==> src/logic/ch1_regs_pkg.sv <==
/*
 * Constants for the second channel configuration and calibration register bank.
 * Assumes a 32-bit Avalon-MM slave with byte addressing, one register per aligned word.
 */
package ch1_regs_pkg;

	localparam int ADDR_W     = 8;
	localparam int DATA_W     = 32;
	localparam int WORD_W     = 16;
	localparam int SLOT_COUNT = 6;

	// Register indices; the byte address is four times the index.
	localparam logic [5:0] IDX_CONFIG       = 6'h0e;
	localparam logic [5:0] IDX_OFFSET_UPPER = 6'h0f;
	localparam logic [5:0] IDX_OFFSET_LOWER = 6'h10;
	localparam logic [5:0] IDX_GAIN_UPPER   = 6'h11;
	localparam logic [5:0] IDX_GAIN_LOWER   = 6'h12;
	localparam logic [5:0] IDX_CHECKSUM     = 6'h3e;
	localparam logic [5:0] IDX_RESERVED     = 6'h3f;

	// Storage slots of the writable words.
	localparam logic [2:0] SLOT_CONFIG       = 3'h0;
	localparam logic [2:0] SLOT_OFFSET_UPPER = 3'h1;
	localparam logic [2:0] SLOT_OFFSET_LOWER = 3'h2;
	localparam logic [2:0] SLOT_GAIN_UPPER   = 3'h3;
	localparam logic [2:0] SLOT_GAIN_LOWER   = 3'h4;
	localparam logic [2:0] SLOT_RESERVED     = 3'h5;
	localparam logic [2:0] SLOT_NONE         = 3'h7;

	// Reset values.
	localparam logic [15:0] RST_CONFIG       = 16'h0000;
	localparam logic [15:0] RST_OFFSET_UPPER = 16'h0000;
	localparam logic [15:0] RST_OFFSET_LOWER = 16'h0000;
	localparam logic [15:0] RST_GAIN_UPPER   = 16'h8000;
	localparam logic [15:0] RST_GAIN_LOWER   = 16'h0000;
	localparam logic [15:0] RST_RESERVED     = 16'h0000;
	localparam logic [15:0] RST_CHECKSUM     = 16'h0000;

	// Writable bits of each word; the others read as zero.
	localparam logic [15:0] MASK_CONFIG = 16'hffc7;
	localparam logic [15:0] MASK_FULL   = 16'hffff;
	localparam logic [15:0] MASK_LOWER  = 16'hff00;

	// Field positions.
	localparam int PHASE_MSB      = 15;
	localparam int PHASE_LSB      = 6;
	localparam int HP_DISABLE_BIT = 2;
	localparam int SEL_MSB        = 1;
	localparam int SEL_LSB        = 0;
	localparam int LOWER_MSB      = 15;
	localparam int LOWER_LSB      = 8;

	// Input selection codes.
	localparam logic [1:0] SEL_NORMAL   = 2'h0;
	localparam logic [1:0] SEL_SHORTED  = 2'h1;
	localparam logic [1:0] SEL_POS_TEST = 2'h2;
	localparam logic [1:0] SEL_NEG_TEST = 2'h3;

	localparam logic [3:0] HP_OFF = 4'h0;

	// Checksum polynomial and seed.
	localparam logic [15:0] CRC_POLY = 16'h1021;
	localparam logic [15:0] CRC_INIT = 16'hffff;

	localparam logic [1:0] RESP_OKAY        = 2'h0;
	localparam logic [1:0] RESP_DECODEERROR = 2'h3;

endpackage

==> src/logic/channel1_config_calib_regs.sv <==
/*
 * Second channel configuration and calibration register bank behind an Avalon-MM slave.
 * Assumes a master on the same clock that holds each request until waitrequest is seen low.
 */
// Added by the designer: the Avalon-MM register port.
// Function
// - Phase delay, ten signed bits in config bits 15:6, resets to zero.
// - Config bit 2 set disables the highpass filter; clear follows the global setting.
// - Config bits 1:0 select normal, shorted, positive or negative test input.
// - Upper offset word holds offset bits 23:8, read/write, resets zero.
// - Lower offset word bits 15:8 hold offset bits 7:0, read/write, reset zero.
// - Upper gain word holds gain bits 23:8 and resets to 8000h.
// - Lower gain word bits 15:8 hold gain bits 7:0, read/write, reset zero.
// - Low byte of both lower calibration words always reads zero.
// - Read-only checksum word at index 3Eh, resetting to zero.
// - Reserved word at index 3Fh, resetting to zero.
// - Config word at index Eh resets zero; bits 5:3 read zero.
module channel1_config_calib_regs (
	input  wire logic        clk,
	input  wire logic        sys_rst,
	input  wire logic [7:0]  avs_address,
	input  wire logic        avs_read,
	input  wire logic        avs_write,
	input  wire logic [31:0] avs_writedata,
	input  wire logic [3:0]  avs_byteenable,
	output logic      [31:0] avs_readdata,
	output logic             avs_waitrequest,
	output logic      [1:0]  avs_response,
	input  wire logic [3:0]  global_highpass_setting,
	output logic      [9:0]  second_channel_phase_delay,
	output logic             second_channel_highpass_disable,
	output logic      [3:0]  second_channel_highpass_setting,
	output logic      [1:0]  second_channel_input_select,
	output logic      [23:0] second_channel_offset,
	output logic      [23:0] second_channel_gain,
	output logic      [15:0] register_map_checksum,
	output logic             checksum_busy
);

	typedef enum logic {BUS_IDLE, BUS_ANSWER} bus_state_t;

	localparam int NSLOT = ch1_regs_pkg::SLOT_COUNT;

	function automatic logic [2:0] slot_of(input logic [5:0] idx);
		case (idx)
			ch1_regs_pkg::IDX_CONFIG:       slot_of = ch1_regs_pkg::SLOT_CONFIG;
			ch1_regs_pkg::IDX_OFFSET_UPPER: slot_of = ch1_regs_pkg::SLOT_OFFSET_UPPER;
			ch1_regs_pkg::IDX_OFFSET_LOWER: slot_of = ch1_regs_pkg::SLOT_OFFSET_LOWER;
			ch1_regs_pkg::IDX_GAIN_UPPER:   slot_of = ch1_regs_pkg::SLOT_GAIN_UPPER;
			ch1_regs_pkg::IDX_GAIN_LOWER:   slot_of = ch1_regs_pkg::SLOT_GAIN_LOWER;
			ch1_regs_pkg::IDX_RESERVED:     slot_of = ch1_regs_pkg::SLOT_RESERVED;
			default:                        slot_of = ch1_regs_pkg::SLOT_NONE;
		endcase
	endfunction

	function automatic logic [15:0] mask_of(input logic [2:0] slot);
		case (slot)
			ch1_regs_pkg::SLOT_CONFIG:       mask_of = ch1_regs_pkg::MASK_CONFIG;
			ch1_regs_pkg::SLOT_OFFSET_LOWER: mask_of = ch1_regs_pkg::MASK_LOWER;
			ch1_regs_pkg::SLOT_GAIN_LOWER:   mask_of = ch1_regs_pkg::MASK_LOWER;
			ch1_regs_pkg::SLOT_NONE:         mask_of = 16'h0000;
			default:                         mask_of = ch1_regs_pkg::MASK_FULL;
		endcase
	endfunction

	function automatic logic [15:0] reset_of(input logic [2:0] slot);
		case (slot)
			ch1_regs_pkg::SLOT_CONFIG:       reset_of = ch1_regs_pkg::RST_CONFIG;
			ch1_regs_pkg::SLOT_OFFSET_UPPER: reset_of = ch1_regs_pkg::RST_OFFSET_UPPER;
			ch1_regs_pkg::SLOT_OFFSET_LOWER: reset_of = ch1_regs_pkg::RST_OFFSET_LOWER;
			ch1_regs_pkg::SLOT_GAIN_UPPER:   reset_of = ch1_regs_pkg::RST_GAIN_UPPER;
			ch1_regs_pkg::SLOT_GAIN_LOWER:   reset_of = ch1_regs_pkg::RST_GAIN_LOWER;
			default:                         reset_of = ch1_regs_pkg::RST_RESERVED;
		endcase
	endfunction

	bus_state_t  st_r;
	bus_state_t  st_nxt;
	logic        wait_r;
	logic        wait_nxt;
	logic [31:0] rdata_r;
	logic [31:0] rdata_nxt;
	logic [1:0]  resp_r;
	logic [1:0]  resp_nxt;
	logic [15:0] word_r [NSLOT];
	logic [15:0] word_nxt [NSLOT];
	logic        changed_r;
	logic        changed_nxt;
	logic [3:0]  hp_r;
	logic [3:0]  hp_nxt;
	logic [5:0]  idx;
	logic [2:0]  slot;
	logic        slot_ok;
	logic        mapped;
	logic        commit_wr;
	logic [15:0] old_word;
	logic [15:0] merged;
	logic [15:0] rd_word;
	logic [15:0] crc_word;
	logic        crc_busy;

	assign idx = avs_address[7:2];
	assign slot = slot_of(idx);
	assign slot_ok = (slot != ch1_regs_pkg::SLOT_NONE);
	assign mapped = slot_ok || (idx == ch1_regs_pkg::IDX_CHECKSUM);
	// A write lands only at the edge where the master sees waitrequest low.
	assign commit_wr = (st_r == BUS_ANSWER) && avs_write;
	assign old_word = slot_ok ? word_r[slot] : 16'h0000;

	word_merge #(
		.WORD_W (16)
	) u_merge (
		.old_word    (old_word),
		.write_data  (avs_writedata[15:0]),
		.lane_enable (avs_byteenable[1:0]),
		.write_mask  (mask_of(slot)),
		.merged      (merged)
	);

	always_comb
	begin
		rd_word = 16'h0000;
		if (slot_ok)
		begin
			rd_word = word_r[slot];
		end
		else if (idx == ch1_regs_pkg::IDX_CHECKSUM)
		begin
			rd_word = crc_word;
		end
	end

	always_comb
	begin
		st_nxt = st_r;
		wait_nxt = wait_r;
		rdata_nxt = rdata_r;
		resp_nxt = resp_r;
		case (st_r)
			BUS_IDLE:
			begin
				if (avs_read || avs_write)
				begin
					st_nxt = BUS_ANSWER;
					wait_nxt = 1'b0;
					resp_nxt = mapped ? ch1_regs_pkg::RESP_OKAY : ch1_regs_pkg::RESP_DECODEERROR;
					if (avs_read)
					begin
						rdata_nxt = {16'h0000, rd_word};
					end
				end
			end
			BUS_ANSWER:
			begin
				st_nxt = BUS_IDLE;
				wait_nxt = 1'b1;
			end
			default:
			begin
				st_nxt = BUS_IDLE;
				wait_nxt = 1'b1;
			end
		endcase
	end

	always_ff @(posedge clk or posedge sys_rst)
	begin
		if (sys_rst)
		begin
			st_r <= BUS_IDLE;
			wait_r <= 1'b1;
			rdata_r <= 32'h0000_0000;
			resp_r <= ch1_regs_pkg::RESP_OKAY;
		end
		else
		begin
			st_r <= st_nxt;
			wait_r <= wait_nxt;
			rdata_r <= rdata_nxt;
			resp_r <= resp_nxt;
		end
	end

	always_comb
	begin
		word_nxt = word_r;
		changed_nxt = 1'b0;
		// Reserved bits are outside the mask and stay zero.
		if (commit_wr && slot_ok)
		begin
			word_nxt[slot] = merged;
			changed_nxt = (merged != word_r[slot]);
		end
	end

	always_ff @(posedge clk or posedge sys_rst)
	begin
		if (sys_rst)
		begin
			for (int i = 0; i < NSLOT; i++)
			begin
				word_r[i] <= reset_of(3'(i));
			end
			changed_r <= 1'b0;
		end
		else
		begin
			word_r <= word_nxt;
			changed_r <= changed_nxt;
		end
	end

	always_comb
	begin
		hp_nxt = global_highpass_setting;
		if (word_r[ch1_regs_pkg::SLOT_CONFIG][ch1_regs_pkg::HP_DISABLE_BIT])
		begin
			hp_nxt = ch1_regs_pkg::HP_OFF;
		end
	end

	always_ff @(posedge clk or posedge sys_rst)
	begin
		if (sys_rst)
		begin
			hp_r <= ch1_regs_pkg::HP_OFF;
		end
		else
		begin
			hp_r <= hp_nxt;
		end
	end

	// The walk covers all six writable words and takes one cycle per word.
	checksum_walker #(
		.WORD_W     (16),
		.WORD_COUNT (NSLOT)
	) u_walker (
		.clk      (clk),
		.sys_rst  (sys_rst),
		.start    (changed_r),
		.words    (word_r),
		.checksum (crc_word),
		.busy     (crc_busy)
	);

	assign avs_readdata = rdata_r;
	assign avs_waitrequest = wait_r;
	assign avs_response = resp_r;
	assign second_channel_phase_delay =
		word_r[ch1_regs_pkg::SLOT_CONFIG][ch1_regs_pkg::PHASE_MSB:ch1_regs_pkg::PHASE_LSB];
	assign second_channel_highpass_disable = word_r[ch1_regs_pkg::SLOT_CONFIG][ch1_regs_pkg::HP_DISABLE_BIT];
	assign second_channel_highpass_setting = hp_r;
	assign second_channel_input_select =
		word_r[ch1_regs_pkg::SLOT_CONFIG][ch1_regs_pkg::SEL_MSB:ch1_regs_pkg::SEL_LSB];
	assign second_channel_offset = {word_r[ch1_regs_pkg::SLOT_OFFSET_UPPER],
		word_r[ch1_regs_pkg::SLOT_OFFSET_LOWER][ch1_regs_pkg::LOWER_MSB:ch1_regs_pkg::LOWER_LSB]};
	assign second_channel_gain = {word_r[ch1_regs_pkg::SLOT_GAIN_UPPER],
		word_r[ch1_regs_pkg::SLOT_GAIN_LOWER][ch1_regs_pkg::LOWER_MSB:ch1_regs_pkg::LOWER_LSB]};
	assign register_map_checksum = crc_word;
	assign checksum_busy = crc_busy;

	chk_phase_write: assert property (@(posedge clk) disable iff (sys_rst)
		commit_wr && idx == ch1_regs_pkg::IDX_CONFIG && avs_byteenable[1:0] == 2'h3
		|=> second_channel_phase_delay == $past(avs_writedata[15:6]))
		else $error("Phase delay does not follow the written config word.");

	chk_highpass_follow: assert property (@(posedge clk) disable iff (sys_rst)
		!$past(sys_rst) |-> second_channel_highpass_setting ==
		($past(second_channel_highpass_disable) ? 4'h0 : $past(global_highpass_setting)))
		else $error("Highpass setting ignores the channel disable bit.");

	chk_select_write: assert property (@(posedge clk) disable iff (sys_rst)
		commit_wr && idx == ch1_regs_pkg::IDX_CONFIG && avs_byteenable[0]
		|=> second_channel_input_select == $past(avs_writedata[1:0]) && second_channel_highpass_disable ==
		$past(avs_writedata[2]))
		else $error("Input select does not follow the written config word.");

	chk_offset_upper: assert property (@(posedge clk) disable iff (sys_rst)
		commit_wr && idx == ch1_regs_pkg::IDX_OFFSET_UPPER && avs_byteenable[1:0] == 2'h3
		|=> second_channel_offset[23:8] == $past(avs_writedata[15:0]) && $stable(second_channel_offset[7:0]))
		else $error("Upper offset write went wrong.");

	chk_offset_lower: assert property (@(posedge clk) disable iff (sys_rst)
		commit_wr && idx == ch1_regs_pkg::IDX_OFFSET_LOWER && avs_byteenable[1]
		|=> second_channel_offset[7:0] == $past(avs_writedata[15:8]))
		else $error("Lower offset write went wrong.");

	chk_gain_reset: assert property (@(posedge clk)
		$fell(sys_rst) |-> second_channel_gain == 24'h800000 && second_channel_offset == 24'h000000)
		else $error("Calibration words leave reset with wrong values.");

	chk_gain_lower: assert property (@(posedge clk) disable iff (sys_rst)
		commit_wr && idx == ch1_regs_pkg::IDX_GAIN_LOWER && avs_byteenable[1]
		|=> second_channel_gain[7:0] == $past(avs_writedata[15:8]) && $stable(second_channel_gain[23:8]))
		else $error("Lower gain write went wrong.");

	chk_lower_zero: assert property (@(posedge clk) disable iff (sys_rst)
		st_r == BUS_ANSWER && avs_read &&
		(idx == ch1_regs_pkg::IDX_OFFSET_LOWER || idx == ch1_regs_pkg::IDX_GAIN_LOWER)
		|-> !avs_waitrequest && avs_readdata[7:0] == 8'h00)
		else $error("Reserved low byte of a lower word read non-zero.");

	chk_checksum_read: assert property (@(posedge clk) disable iff (sys_rst)
		st_r == BUS_IDLE && avs_read && idx == ch1_regs_pkg::IDX_CHECKSUM
		|=> avs_readdata == {16'h0000, $past(register_map_checksum)} && avs_response == 2'h0)
		else $error("Checksum read returned the wrong word.");

	chk_checksum_hold: assert property (@(posedge clk) disable iff (sys_rst)
		!$stable(register_map_checksum) |-> $past(checksum_busy) && !checksum_busy)
		else $error("Checksum changed outside the end of a walk.");

	chk_reserved_word: assert property (@(posedge clk) disable iff (sys_rst)
		commit_wr && idx == ch1_regs_pkg::IDX_RESERVED && avs_byteenable[1:0] == 2'h3
		|=> word_r[ch1_regs_pkg::SLOT_RESERVED] ==
		$past(avs_writedata[15:0]))
		else $error("Reserved word does not hold its written value.");

	chk_config_rsvd: assert property (@(posedge clk) disable iff (sys_rst)
		st_r == BUS_ANSWER && avs_read && idx == ch1_regs_pkg::IDX_CONFIG
		|-> avs_readdata[5:3] == 3'h0 && avs_readdata[31:16] == 16'h0000)
		else $error("Reserved config bits read non-zero.");

	chk_walk_start: assert property (@(posedge clk) disable iff (sys_rst)
		commit_wr && slot_ok && merged != old_word |=> ##1 checksum_busy [*6] ##1 !checksum_busy || changed_r)
		else $error("Checksum walk did not follow a register change.");

	chk_bus_answer: assert property (@(posedge clk) disable iff (sys_rst)
		st_r == BUS_IDLE && (avs_read || avs_write) |=> !avs_waitrequest ##1 avs_waitrequest)
		else $error("Bus answer is not exactly one cycle after the request.");

endmodule

==> src/logic/checksum_walker.sv <==
/*
 * Walks a set of words one per cycle through a bitwise CRC and stores the result.
 * Assumes the words are stable flops of the same clock; a new start restarts the walk.
 */
module checksum_walker #(
	parameter int                 WORD_W     = 16,
	parameter int                 WORD_COUNT = 6,
	parameter logic [WORD_W-1:0]  POLY       = ch1_regs_pkg::CRC_POLY,
	parameter logic [WORD_W-1:0]  INIT       = ch1_regs_pkg::CRC_INIT
) (
	input  wire logic              clk,
	input  wire logic              sys_rst,
	input  wire logic              start,
	input  wire logic [WORD_W-1:0] words [WORD_COUNT],
	output logic      [WORD_W-1:0] checksum,
	output logic                   busy
);

	localparam int IDX_W = $clog2(WORD_COUNT);
	localparam logic [IDX_W-1:0] LAST = IDX_W'(WORD_COUNT - 1);

	function automatic logic [WORD_W-1:0] crc_step(input logic [WORD_W-1:0] acc, input logic [WORD_W-1:0] word);
		logic [WORD_W-1:0] a;
		logic              fb;
		a = acc;
		for (int i = WORD_W - 1; i >= 0; i--)
		begin
			fb = a[WORD_W-1] ^ word[i];
			a = {a[WORD_W-2:0], 1'b0};
			if (fb)
			begin
				a = a ^ POLY;
			end
		end
		return a;
	endfunction

	logic              busy_r;
	logic              busy_nxt;
	logic [IDX_W-1:0]  idx_r;
	logic [IDX_W-1:0]  idx_nxt;
	logic [WORD_W-1:0] acc_r;
	logic [WORD_W-1:0] acc_nxt;
	logic [WORD_W-1:0] crc_r;
	logic [WORD_W-1:0] crc_nxt;
	logic [WORD_W-1:0] step;

	always_comb
	begin
		busy_nxt = busy_r;
		idx_nxt = idx_r;
		acc_nxt = acc_r;
		crc_nxt = crc_r;
		step = crc_step(acc_r, words[idx_r]);
		// A change during a walk restarts it, so the stored result never misses a change.
		if (start)
		begin
			busy_nxt = 1'b1;
			idx_nxt = '0;
			acc_nxt = INIT;
		end
		else if (busy_r)
		begin
			if (idx_r == LAST)
			begin
				crc_nxt = step;
				busy_nxt = 1'b0;
			end
			else
			begin
				acc_nxt = step;
				idx_nxt = IDX_W'(idx_r + 1'b1);
			end
		end
	end

	always_ff @(posedge clk or posedge sys_rst)
	begin
		if (sys_rst)
		begin
			busy_r <= 1'b0;
			idx_r <= '0;
			acc_r <= '0;
			crc_r <= ch1_regs_pkg::RST_CHECKSUM;
		end
		else
		begin
			busy_r <= busy_nxt;
			idx_r <= idx_nxt;
			acc_r <= acc_nxt;
			crc_r <= crc_nxt;
		end
	end

	assign checksum = crc_r;
	assign busy = busy_r;

endmodule

==> src/logic/word_merge.sv <==
/*
 * Byte-lane write merge of one register word under a mask of writable bits.
 * Assumes lane enables come straight from the bus byte enables.
 */
module word_merge #(
	parameter int WORD_W = 16
) (
	input  wire logic [WORD_W-1:0]   old_word,
	input  wire logic [WORD_W-1:0]   write_data,
	input  wire logic [WORD_W/8-1:0] lane_enable,
	input  wire logic [WORD_W-1:0]   write_mask,
	output logic      [WORD_W-1:0]   merged
);

	logic [WORD_W-1:0] candidate;

	always_comb
	begin
		candidate = old_word;
		for (int i = 0; i < WORD_W / 8; i++)
		begin
			if (lane_enable[i])
			begin
				candidate[i*8 +: 8] = write_data[i*8 +: 8];
			end
		end
		// Read-only bits keep their old value so a write never sets them.
		merged = (candidate & write_mask) | (old_word & ~write_mask);
	end

endmodule
==> config.mk <==
export PLATFORM = sky130hd
export DESIGN_NAME = channel1_config_calib_regs
export DESIGN_NICKNAME = d
export VERILOG_FILES = /design/src/logic/ch1_regs_pkg.sv /design/src/logic/channel1_config_calib_regs.sv /design/src/logic/checksum_walker.sv /design/src/logic/word_merge.sv
export SDC_FILE = /design/constraint.sdc
export NUM_CORES = 1
export LEC_CHECK = 0
export BUFFER_PORTS_ARGS = -buffer_cell sky130_fd_sc_hd__buf_2
export CAP_MARGIN = 25
export CORE_ASPECT_RATIO = 2
export CORE_MARGIN = 5
export CORE_UTILIZATION = 45
export DETAILED_ROUTE_END_ITERATION = 8
export MAX_ROUTING_LAYER = met4
export PLACE_DENSITY = 0.67
export SLEW_MARGIN = 10
export SYNTH_ARGS = -nofsm -noshare
export SYNTH_HDL_FRONTEND = slang
export SYNTH_SLANG_ARGS = --single-unit
==> constraint.sdc <==
create_clock -name clk -period 13.01 [get_ports clk]
set_input_delay 1.301 -clock clk [delete_from_list [all_inputs] [get_ports clk]]
set_output_delay 1.301 -clock clk [all_outputs]
set_load 0.02 [all_outputs]
==> results of run 1 <==
## through the flow
stage | util (%) | power (µW) | setup slack, ps
finish | 50.4 | 2040 | 8650
global route | 50.4 | 2130 | 8590
CTS | 50.3 | 2060 | 8720
detailed placement | 47.1 | 1510 | 8280
global placement | 46.7 | 1490 | 8330
floorplan | - | 1290 | 7510
## report_power, final
group	total [µW]	switching (µW)	internal, µW
Combinational	908	528	380
Clock	542	202	340
Sequential	593	48.0	545
Total	2040	778	1260
## metal layers
layer | wire, µm | part of all wire (%)
met1 | 9070 | 36
met4 | 1170 | 4.6
met3 | 1470 | 5.8
met2 | 13800 | 54
met5 | 0 | 0
## final cells by class
| cell class | instances | area, µm² | share of cell area (%) |
|---|---|---|---|
| multi-input combinational | 511 | 4290 | 42.7 |
| sequential | 156 | 3910 | 38.9 |
| timing repair buffer | 146 | 833 | 8.30 |
| clock buffer | 21 | 440 | 4.39 |
| tap | 262 | 328 | 3.26 |
| clock inverter | 11 | 193 | 1.92 |
| inverter | 12 | 50.0 | 0.498 |
## critical path: stages
cell and delay, ps:
buf_2 150, or2_2 430, o31ai_1 230, nand3_1 710
o22ai_1 780, o22ai_1 180, o31a_1 310, o311a_1 360
a211o_1 230
## layout by cell type (no fill, tap or decap), drive strengths merged, types with 7 or more instances in the layout
cell type  count
nor3           9
o22ai         18
o221ai        16
xnor2         37
mux4          16
mux2i         38
dfrtp        154
a221oi        14
inv           11
conb          16
nand2         31
mux2          86
a21oi         49
xor2          18
nor2b          8
o211a         12
buf          146
o22a          17
clkbuf        21
nand3          7
o31ai         13
nor2          52
## final timing paths
path                                      endpoint  cells past startpoint
setup reg to reg             u_walker.checksum[13]                      8
setup / recovery                         changed_r                      9
hold reg to reg                         word_r[85]                      0
min in group asynchronous  second_channel_gain[12]                      2
hold / removal                          word_r[85]                      0
max in group asynchronous        u_walker.idx_r[0]                      4
## kinds of logic after synthesis
logic type      synth area share, %
other cells                  0.0414
flops                          43.1
compound gates                 13.9
mux                            19.0
xor+xnor                       6.98
fa+ha+maj                     0.276
simple gates                   6.31
buf+inv                        10.4
## sequential cells by signal (all words and copies together) (netlist names)
signal and cells:
second_channel_phase_delay 10, u_walker.idx_r 3, second_channel_gain 24, word_r 35
st_r 1, avs_response 1, u_walker.acc_r 16, second_channel_offset 24
u_walker.checksum 16, second_channel_input_select 2, avs_readdata 16, second_channel_highpass_disable 1
avs_waitrequest 1, u_walker.busy 1, changed_r 1, second_channel_highpass_setting 4
==> flow_summary.toml, run 1 <==
[floorplanning]
initial_utilization_pct = 45.5
ios = 169
rows = 73
die_area_um2 = 23300
coreArea_um2 = 19900
die_x_um = 110
die_h_um = 211

[setup_path]
endpoint_kind = "flop"
crit_fanout = 17
r2r-start = "u_walker.idx_r[2]"
critPathRequiredTime_ps = 13330
r2r_setup_slack_ps = 9160
cp.arrival_ps = 4680
worstSetupStartpointType = "input pin"
startpoint = "avs_address[2]"
path_class = "in2reg"

[power_and_ir_drop]
power_density_nw_per_um2 = 203
leakagePower_uw = 0.00496
vdd_drop_max_mv = 0.155

[clocking]
ctsResizeCount = 0
cts_max_level = 4
clock_sinks = 156
cts.path.max_buffers = 2
clkTransAtPathRegs_ps = 60
root_buffer = "clkbuf_16"
cts_tree = "done"
cts_hold_buf = 0
cts-buffers-inserted = 17
insertion_delay_ps = 440
post_cts_buffers = 0

[global_routing]
antenna_found_initial = 0
busiest_layer = "met2"
grt_use_total_pct = 23.2
grt_pass1_wl_um = 38900
use_met1_pct = 25.3
grt_util_met3_pct = 3.88
grt-ovfl-total = 0
first_global_vias = 6699
grt_start_max_net_pins = 112
met2_usage_pct = 40.5

[final_layout]
antenna_cells = 0
fin_cells = 1119
area_growth_pct = 10.8
fill_cells = 1849
fin_nets = 898
drive_gt1_share_pct = 34.2
postLayoutCellArea_um2 = 10000

[detailed_routing]
drtAntennaViolNets = 0
drt_iter0_drc = 474
drc = 0
vias_per_cell = 5.86
totalWireLength_um = 25500
wire_per_inst_um = 22.8
drt-pass1-iter-count = 7
num_vias = 6555

[logic_synthesis]
ys_seq_area_share_pct = 43.1
synth-main-ff-cell = "dfrtp_1"
synth_area_per_cell_um2 = 11.3
syn_inst = 805
ys_ff_latch = 156
yosysTopAreaCellShare_pct = 42.5
synth-async-reset-ratio_pct = 100
synthDistinctLibCells = 69
synth-edff-count = 0
synth-warning-count = 0
syn_area_um2 = 9070
synth_top_cell_by_area = "dfrtp_1"
synthTopCellsByArea = "dfrtp_1 43%, mux2_2 11%, buf_4 6.4%, mux2i_1 4.2%, xnor2_1 3.1%"
synth_common_cells = "154 x dfrtp_1, 86 x mux2_2, 77 x buf_4, 52 x nor2_1, 46 x a21oi_1"
synthMostInstantiatedCell = "dfrtp_1"

[timing]
hold_viol = 0
holdWs_ps = 398
drv_slew = 0
worst_pin_slew_ps = 1050
setup_viol = 0
fin_skew_ps = 8.55
slew_headroom_pct = 29.6
layout_min_cycle_time_ps = 4360
timing.final.crit_share_pct = 33.5
finalSetupTns_ps = 0
rsz0062_at_grt = "no"
fmax_ghz = 0.229

[place]
dp_hpwl_um = 18700
place_congestion = 0.902
place_inst = 1086
placed_cell_area_um2 = 9380
numPortBuffers = 132

[worst_hold_path]
hold_path.class = "reg2reg"
hold_start = "word_r[85]"

[outcome]
status = "finished clean"

[flow_run]
maxCapViolCount = 0
Note: power is estimated with default switching activity, not from simulation.
==> inputs of run 2 (changes only) <==
==> constraint.sdc (replaced) <==
create_clock -name clk -period 4.1 [get_ports clk]
set_input_delay 0.41 -clock clk [delete_from_list [all_inputs] [get_ports clk]]
set_output_delay 0.41 -clock clk [all_outputs]
set_load 0.02 [all_outputs]
==> run 2 against run 1 <==
Net effect: highest routed layer unchanged; critical path type is now reg2reg; sequential power grew to 3.3 times the previous value; utilization is 0.57 points higher; clock power grew to 3.1 times the previous value; worst setup slack worse by 8000 ps.
==> flow_summary.toml, run 2 (same netlist as run 1, synthesis figures left out) <==
[detailed_routing]
drc = 0
drt_iter0_drc = 442
drt-pass1-iter-count = 5
num_vias = 6579
wire_per_inst_um = 22.6
vias_per_cell = 5.76
totalWireLength_um = 25800
drtAntennaViolNets = 0

[timing]
worst_pin_slew_ps = 877
fin_skew_ps = 6.29
drv_slew = 0
timing.final.crit_share_pct = 84.4
rsz0062_at_grt = "no"
fin_ws_ps = 639
fmax_ghz = 0.289
layout_min_cycle_time_ps = 3460
hold_viol = 0
finalSetupTns_ps = 0
slew_headroom_pct = 41.6
setup_viol = 0

[final_layout]
regMostFlops = "word_r"
drive_gt1_share_pct = 36.3
utilization_pct = 51.0
area_growth_pct = 12.0
fin_cells = 1143
postLayoutCellArea_um2 = 10200
fill_cells = 1914
largest_reg_flops = 35
layout_commonest_cell = "dfrtp_1"
layout_common_cells = "153 x dfrtp_1, 132 x buf_2, 86 x mux2_2, 52 x nor2_1, 46 x a21oi_1"
fin_nets = 923
antenna_cells = 0

[setup_path]
worstSetupStartpointType = "flop"
r2r_setup_slack_ps = 640
cp.arrival_ps = 3780
worstRegToRegCells = 9
r2r-start = "u_walker.idx_r[0]"
cp_cell_sequence = "buf_4, buf_4, mux4_2, a21oi_1, xnor2_1, xnor3_1, xnor3_1, xnor2_1, mux2_2"
crit_fanout = 15
endpoint_kind = "flop"
worst_path_dominant_cell_family = "XOR/XNOR gates"
rr_endpoint = "u_walker.checksum[12]"
critPathRequiredTime_ps = 4420
path_class = "reg2reg"
crit_path_max_incr_delay_ps = 680
path_buf_inv = 2
worst_path_max_delay_cell = "dfrtp_2"

[floorplanning]
die_x_um = 110
die_h_um = 211
rows = 73
coreArea_um2 = 19900
initial_utilization_pct = 45.5
ios = 169
die_area_um2 = 23300

[power_and_ir_drop]
vdd_drop_max_mv = 0.439
leakagePower_uw = 0.00505
power_density_nw_per_um2 = 638

[clocking]
ctsResizeCount = 0
clock_sinks = 156
clkTransAtPathRegs_ps = 60
cts_hold_buf = 0
root_buffer = "clkbuf_16"
cts_max_level = 4
post_cts_buffers = 0
cts-buffers-inserted = 17
cts_tree = "done"
cts.path.max_buffers = 2
insertion_delay_ps = 440

[global_routing]
grt_use_total_pct = 24.1
grt_start_max_net_pins = 157
grt_pass1_wl_um = 40300
grt-ovfl-total = 0
antenna_found_initial = 0
first_global_vias = 6932

[place]
numPortBuffers = 132
dp_hpwl_um = 19200
placed_cell_area_um2 = 9540
dpl_worst_slack_ps = 642
place_inst = 1112
place_congestion = 0.927

[flow_run]
maxCapViolCount = 0

[worst_hold_path]
hold_start = "global_highpass_setting[2]"
hold_path.class = "in2reg"
hold_depth = 2
whs_endpoint = "second_channel_highpass_setting[2]"

[outcome]
status = "finished clean"
[run 2: changes by cell type in the layout (fill, tap and decap cells not counted), sizes merged]
cell	delta
buf	+25
clkbuf	-2
clkinv	+2
bufinv	-1
clkinvlp	+1
inv	-1
[run 2: power breakdown]
part	switching, µW	total, µW	internal (µW)
sequential	200	1930	1730
combinational	1620	2880	1270
clock	642	1670	1030
[run 2: layer usage]
layer / vias to the layer above / track usage (%) / wire (µm)
met5: - / - / 0
met4: 0 / 11.9 / 1270
met3: 81 / 4.07 / 1300
met2: 283 / 41.2 / 13900
met1: 3267 / 26.7 / 9340
li1: 2948 / - / -
[run 2: layout make-up]
type                            count  area, µm²  area share [%]
Clock inverter                     12        173            1.70
Sequential cell                   156       3910            38.5
Multi-Input combinational cell    511       4290            42.2
Timing Repair Buffer              171        966            9.51
Inverter                           12       48.8           0.481
Tap cell                          262        328            3.23
Clock buffer                       19        443            4.36
[run 2: worst max path at each step]
| stage | slack [ps] | end | cells after the start | from |
|---|---|---|---|---|
| after floorplan | 1300 | changed_r | 10 | avs_address[2] |
| after global placement | 660 | u_walker.checksum[12] | 9 | u_walker.idx_r[0] |
| after detailed placement | 640 | u_walker.checksum[12] | 9 | u_walker.idx_r[0] |
| after CTS | 620 | u_walker.checksum[12] | 9 | u_walker.idx_r[0] |
| after global routing | 490 | u_walker.acc_r[12] | 9 | u_walker.idx_r[0] |
| final | 640 | u_walker.checksum[12] | 9 | u_walker.idx_r[0] |
[run 2: stage by stage]
stage / hold WS [ps] / total power [µW]
CTS: 176 / 6530
global route: 176 / 6780
global placement: 381 / 4800
finish: 185 / 6480
detailed placement: 387 / 4840
floorplan: 429 / 4080
==> inputs of run 3 (changes only) <==
==> constraint.sdc (replaced) <==
create_clock -name clk -period 3.2 [get_ports clk]
set_input_delay 0.32 -clock clk [delete_from_list [all_inputs] [get_ports clk]]
set_output_delay 0.32 -clock clk [all_outputs]
set_load 0.02 [all_outputs]
==> run 3 against run 2 <==
Net effect: combinational power up 46%; highest routed layer unchanged; clock-buffer cell count is 1 lower; wire length grew 3.5%; maximum frequency increased by 12%; power up 33%; final area is 2.9% higher; non-clock buffer count rose by 40; worst setup slack got worse by 540 ps; global-route usage increased by 0.41 points; sequential share of layout area fell by 1.1 points.
==> flow_summary.toml, run 3 (same netlist as run 1, synthesis figures left out) <==
[timing]
slew_headroom_pct = 31.4
hold_viol = 0
fmax_ghz = 0.323
setup_viol = 0
fin_skew_ps = 10.7
finalSetupTns_ps = 0
layout_min_cycle_time_ps = 3100
worst_pin_slew_ps = 1030
fin_ws_ps = 103
timing.final.crit_share_pct = 96.8
rsz0062_at_grt = "no"
drv_slew = 0
holdWs_ps = 13.3

[floorplanning]
die_h_um = 211
die_x_um = 110
coreArea_um2 = 19900
initial_utilization_pct = 45.5
rows = 73
ios = 169
die_area_um2 = 23300

[detailed_routing]
wirelength_met1_um = 9990
wire_per_inst_um = 22.6
drc = 0
drt-pass1-iter-count = 5
drt_iter0_drc = 341
num_vias = 6698
totalWireLength_um = 26700
routed.top_layer = "met4"
dr_wl_met3_um = 1030
dr_wl_met2_um = 14400
drtAntennaViolNets = 0
vias_per_cell = 5.66

[worst_hold_path]
hold_path.class = "in2async"

[place]
dpl_worst_slack_ps = 64.1
placed_cell_area_um2 = 9860
numPortBuffers = 132
place_congestion = 0.978
dp_hpwl_um = 20300

[global_routing]
grt_start_max_net_pins = 157
grt_use_total_pct = 24.5
antenna_found_initial = 0
grt-ovfl-total = 0
first_global_vias = 7044
grt_pass1_wl_um = 40700

[final_layout]
layout_commonest_cell = "dfrtp_1"
layout_common_cells = "153 x dfrtp_1, 132 x buf_2, 86 x mux2_2, 76 x buf_4, 52 x nor2_1"
multi_input_area_um2 = 4300
largest_reg_flops = 35
fill_cells = 1891
antenna_cells = 0
postLayoutCellArea_um2 = 10500
regMostFlops = "word_r"
drive_gt1_share_pct = 39.4
area_growth_pct = 15.3
fin_nets = 963
seq_area_um2 = 3910

[power_and_ir_drop]
switchingPower_uw = 3290
finalPower_uw = 8610
seq_power_share_pct = 28.0
p_clk_share_pct = 23.0
p_sw_share_pct = 38.2
p_int_uw = 5320
power_density_nw_per_um2 = 824
vdd_drop_max_mv = 0.553
leakagePower_uw = 0.00524
p_comb_share_pct = 48.9

[setup_path]
crit_fanout = 6
critPathRequiredTime_ps = 3520
worstSetupStartpointType = "flop"
cp.arrival_ps = 3420
endpoint_kind = "flop"
path_class = "reg2reg"

[outcome]
status = "finished clean"

[clocking]
insertion_delay_ps = 440
cts.path.max_buffers = 2
cts_max_level = 4
cts_hold_buf = 0
root_buffer = "clkbuf_16"
cts_tree = "done"
clock_sinks = 156
clkTransAtPathRegs_ps = 70
cts-buffers-inserted = 17

[flow_run]
maxCapViolCount = 0
-- run 3: cell count changes in the layout (fill, tap and decap cells not counted), sizes merged --
cell    previous run  this run
bufinv             4         1
clkbuf            19        18
inv               10        15
buf              171       211
-- run 3: worst paths after layout --
path / from / to / slack, ps / cells past startpoint
setup / recovery: u_walker.idx_r[0] / u_walker.checksum[12] / 100 / 8
hold / removal: sys_rst / second_channel_highpass_setting[0] / 10 / 3
setup reg to reg: u_walker.idx_r[0] / u_walker.checksum[12] / 100 / 8
hold reg to reg: word_r[48] / word_r[48] / 400 / 0
max in group asynchronous: sys_rst / u_walker.idx_r[0] / 2250 / 3
min in group clk: global_highpass_setting[0] / second_channel_highpass_setting[0] / 90 / 2
-- run 3: per-stage QoR --
stage / instances / util, %
after floorplan: 820 / -
after global placement: 1152 / 49.5
after detailed placement: 1152 / 49.5
after CTS: 1184 / 52.4
after global routing: 1184 / 52.5
final: 1184 / 52.5
-- run 3: what timing repair did --
| action | CTS | global route |
|---|---|---|
| setup endpoints to repair | 0 | 3 |
| resized for setup | 0 | 2 |
| buffers inserted | 0 | 0 |
-- run 3: critical path, cell delays in order, from the launching register on --
cell and delay, ps:
dfrtp_2 480, buf_4 180, mux4_1 570, a21oi_1 310
xnor2_1 280, xnor2_2 180, xnor3_1 500, xnor2_1 210
mux2_2 280
-- run 3: cell type report --
class                           instances  area share [%]
Clock inverter                         14            1.30
Clock buffer                           18            4.20
Sequential cell                       156            37.4
Multi-Input combinational cell        511            41.2
Inverter                               12           0.467
Tap cell                              262            3.14
Timing Repair Buffer                  211            12.4
-- run 3: power by group through the flow --
stage	sequential (µW)	combinational [µW]	clock [µW]
3_3_place_gp	2440	4110	0
2_1_floorplan	2540	2700	0
6_report	2410	4210	1980
4_1_cts	2410	4180	2020
5_1_grt	2450	4500	2100
3_5_place_dp	2450	4170	0
-- run 3: per-layer routing --
layer / vias to the layer above / track usage, %
met2: 234 / 42.3
met1: 3342 / 26.6
met3: 77 / 3.92
met4: 0 / 12.5
li1: 3045 / -
met5: - / -
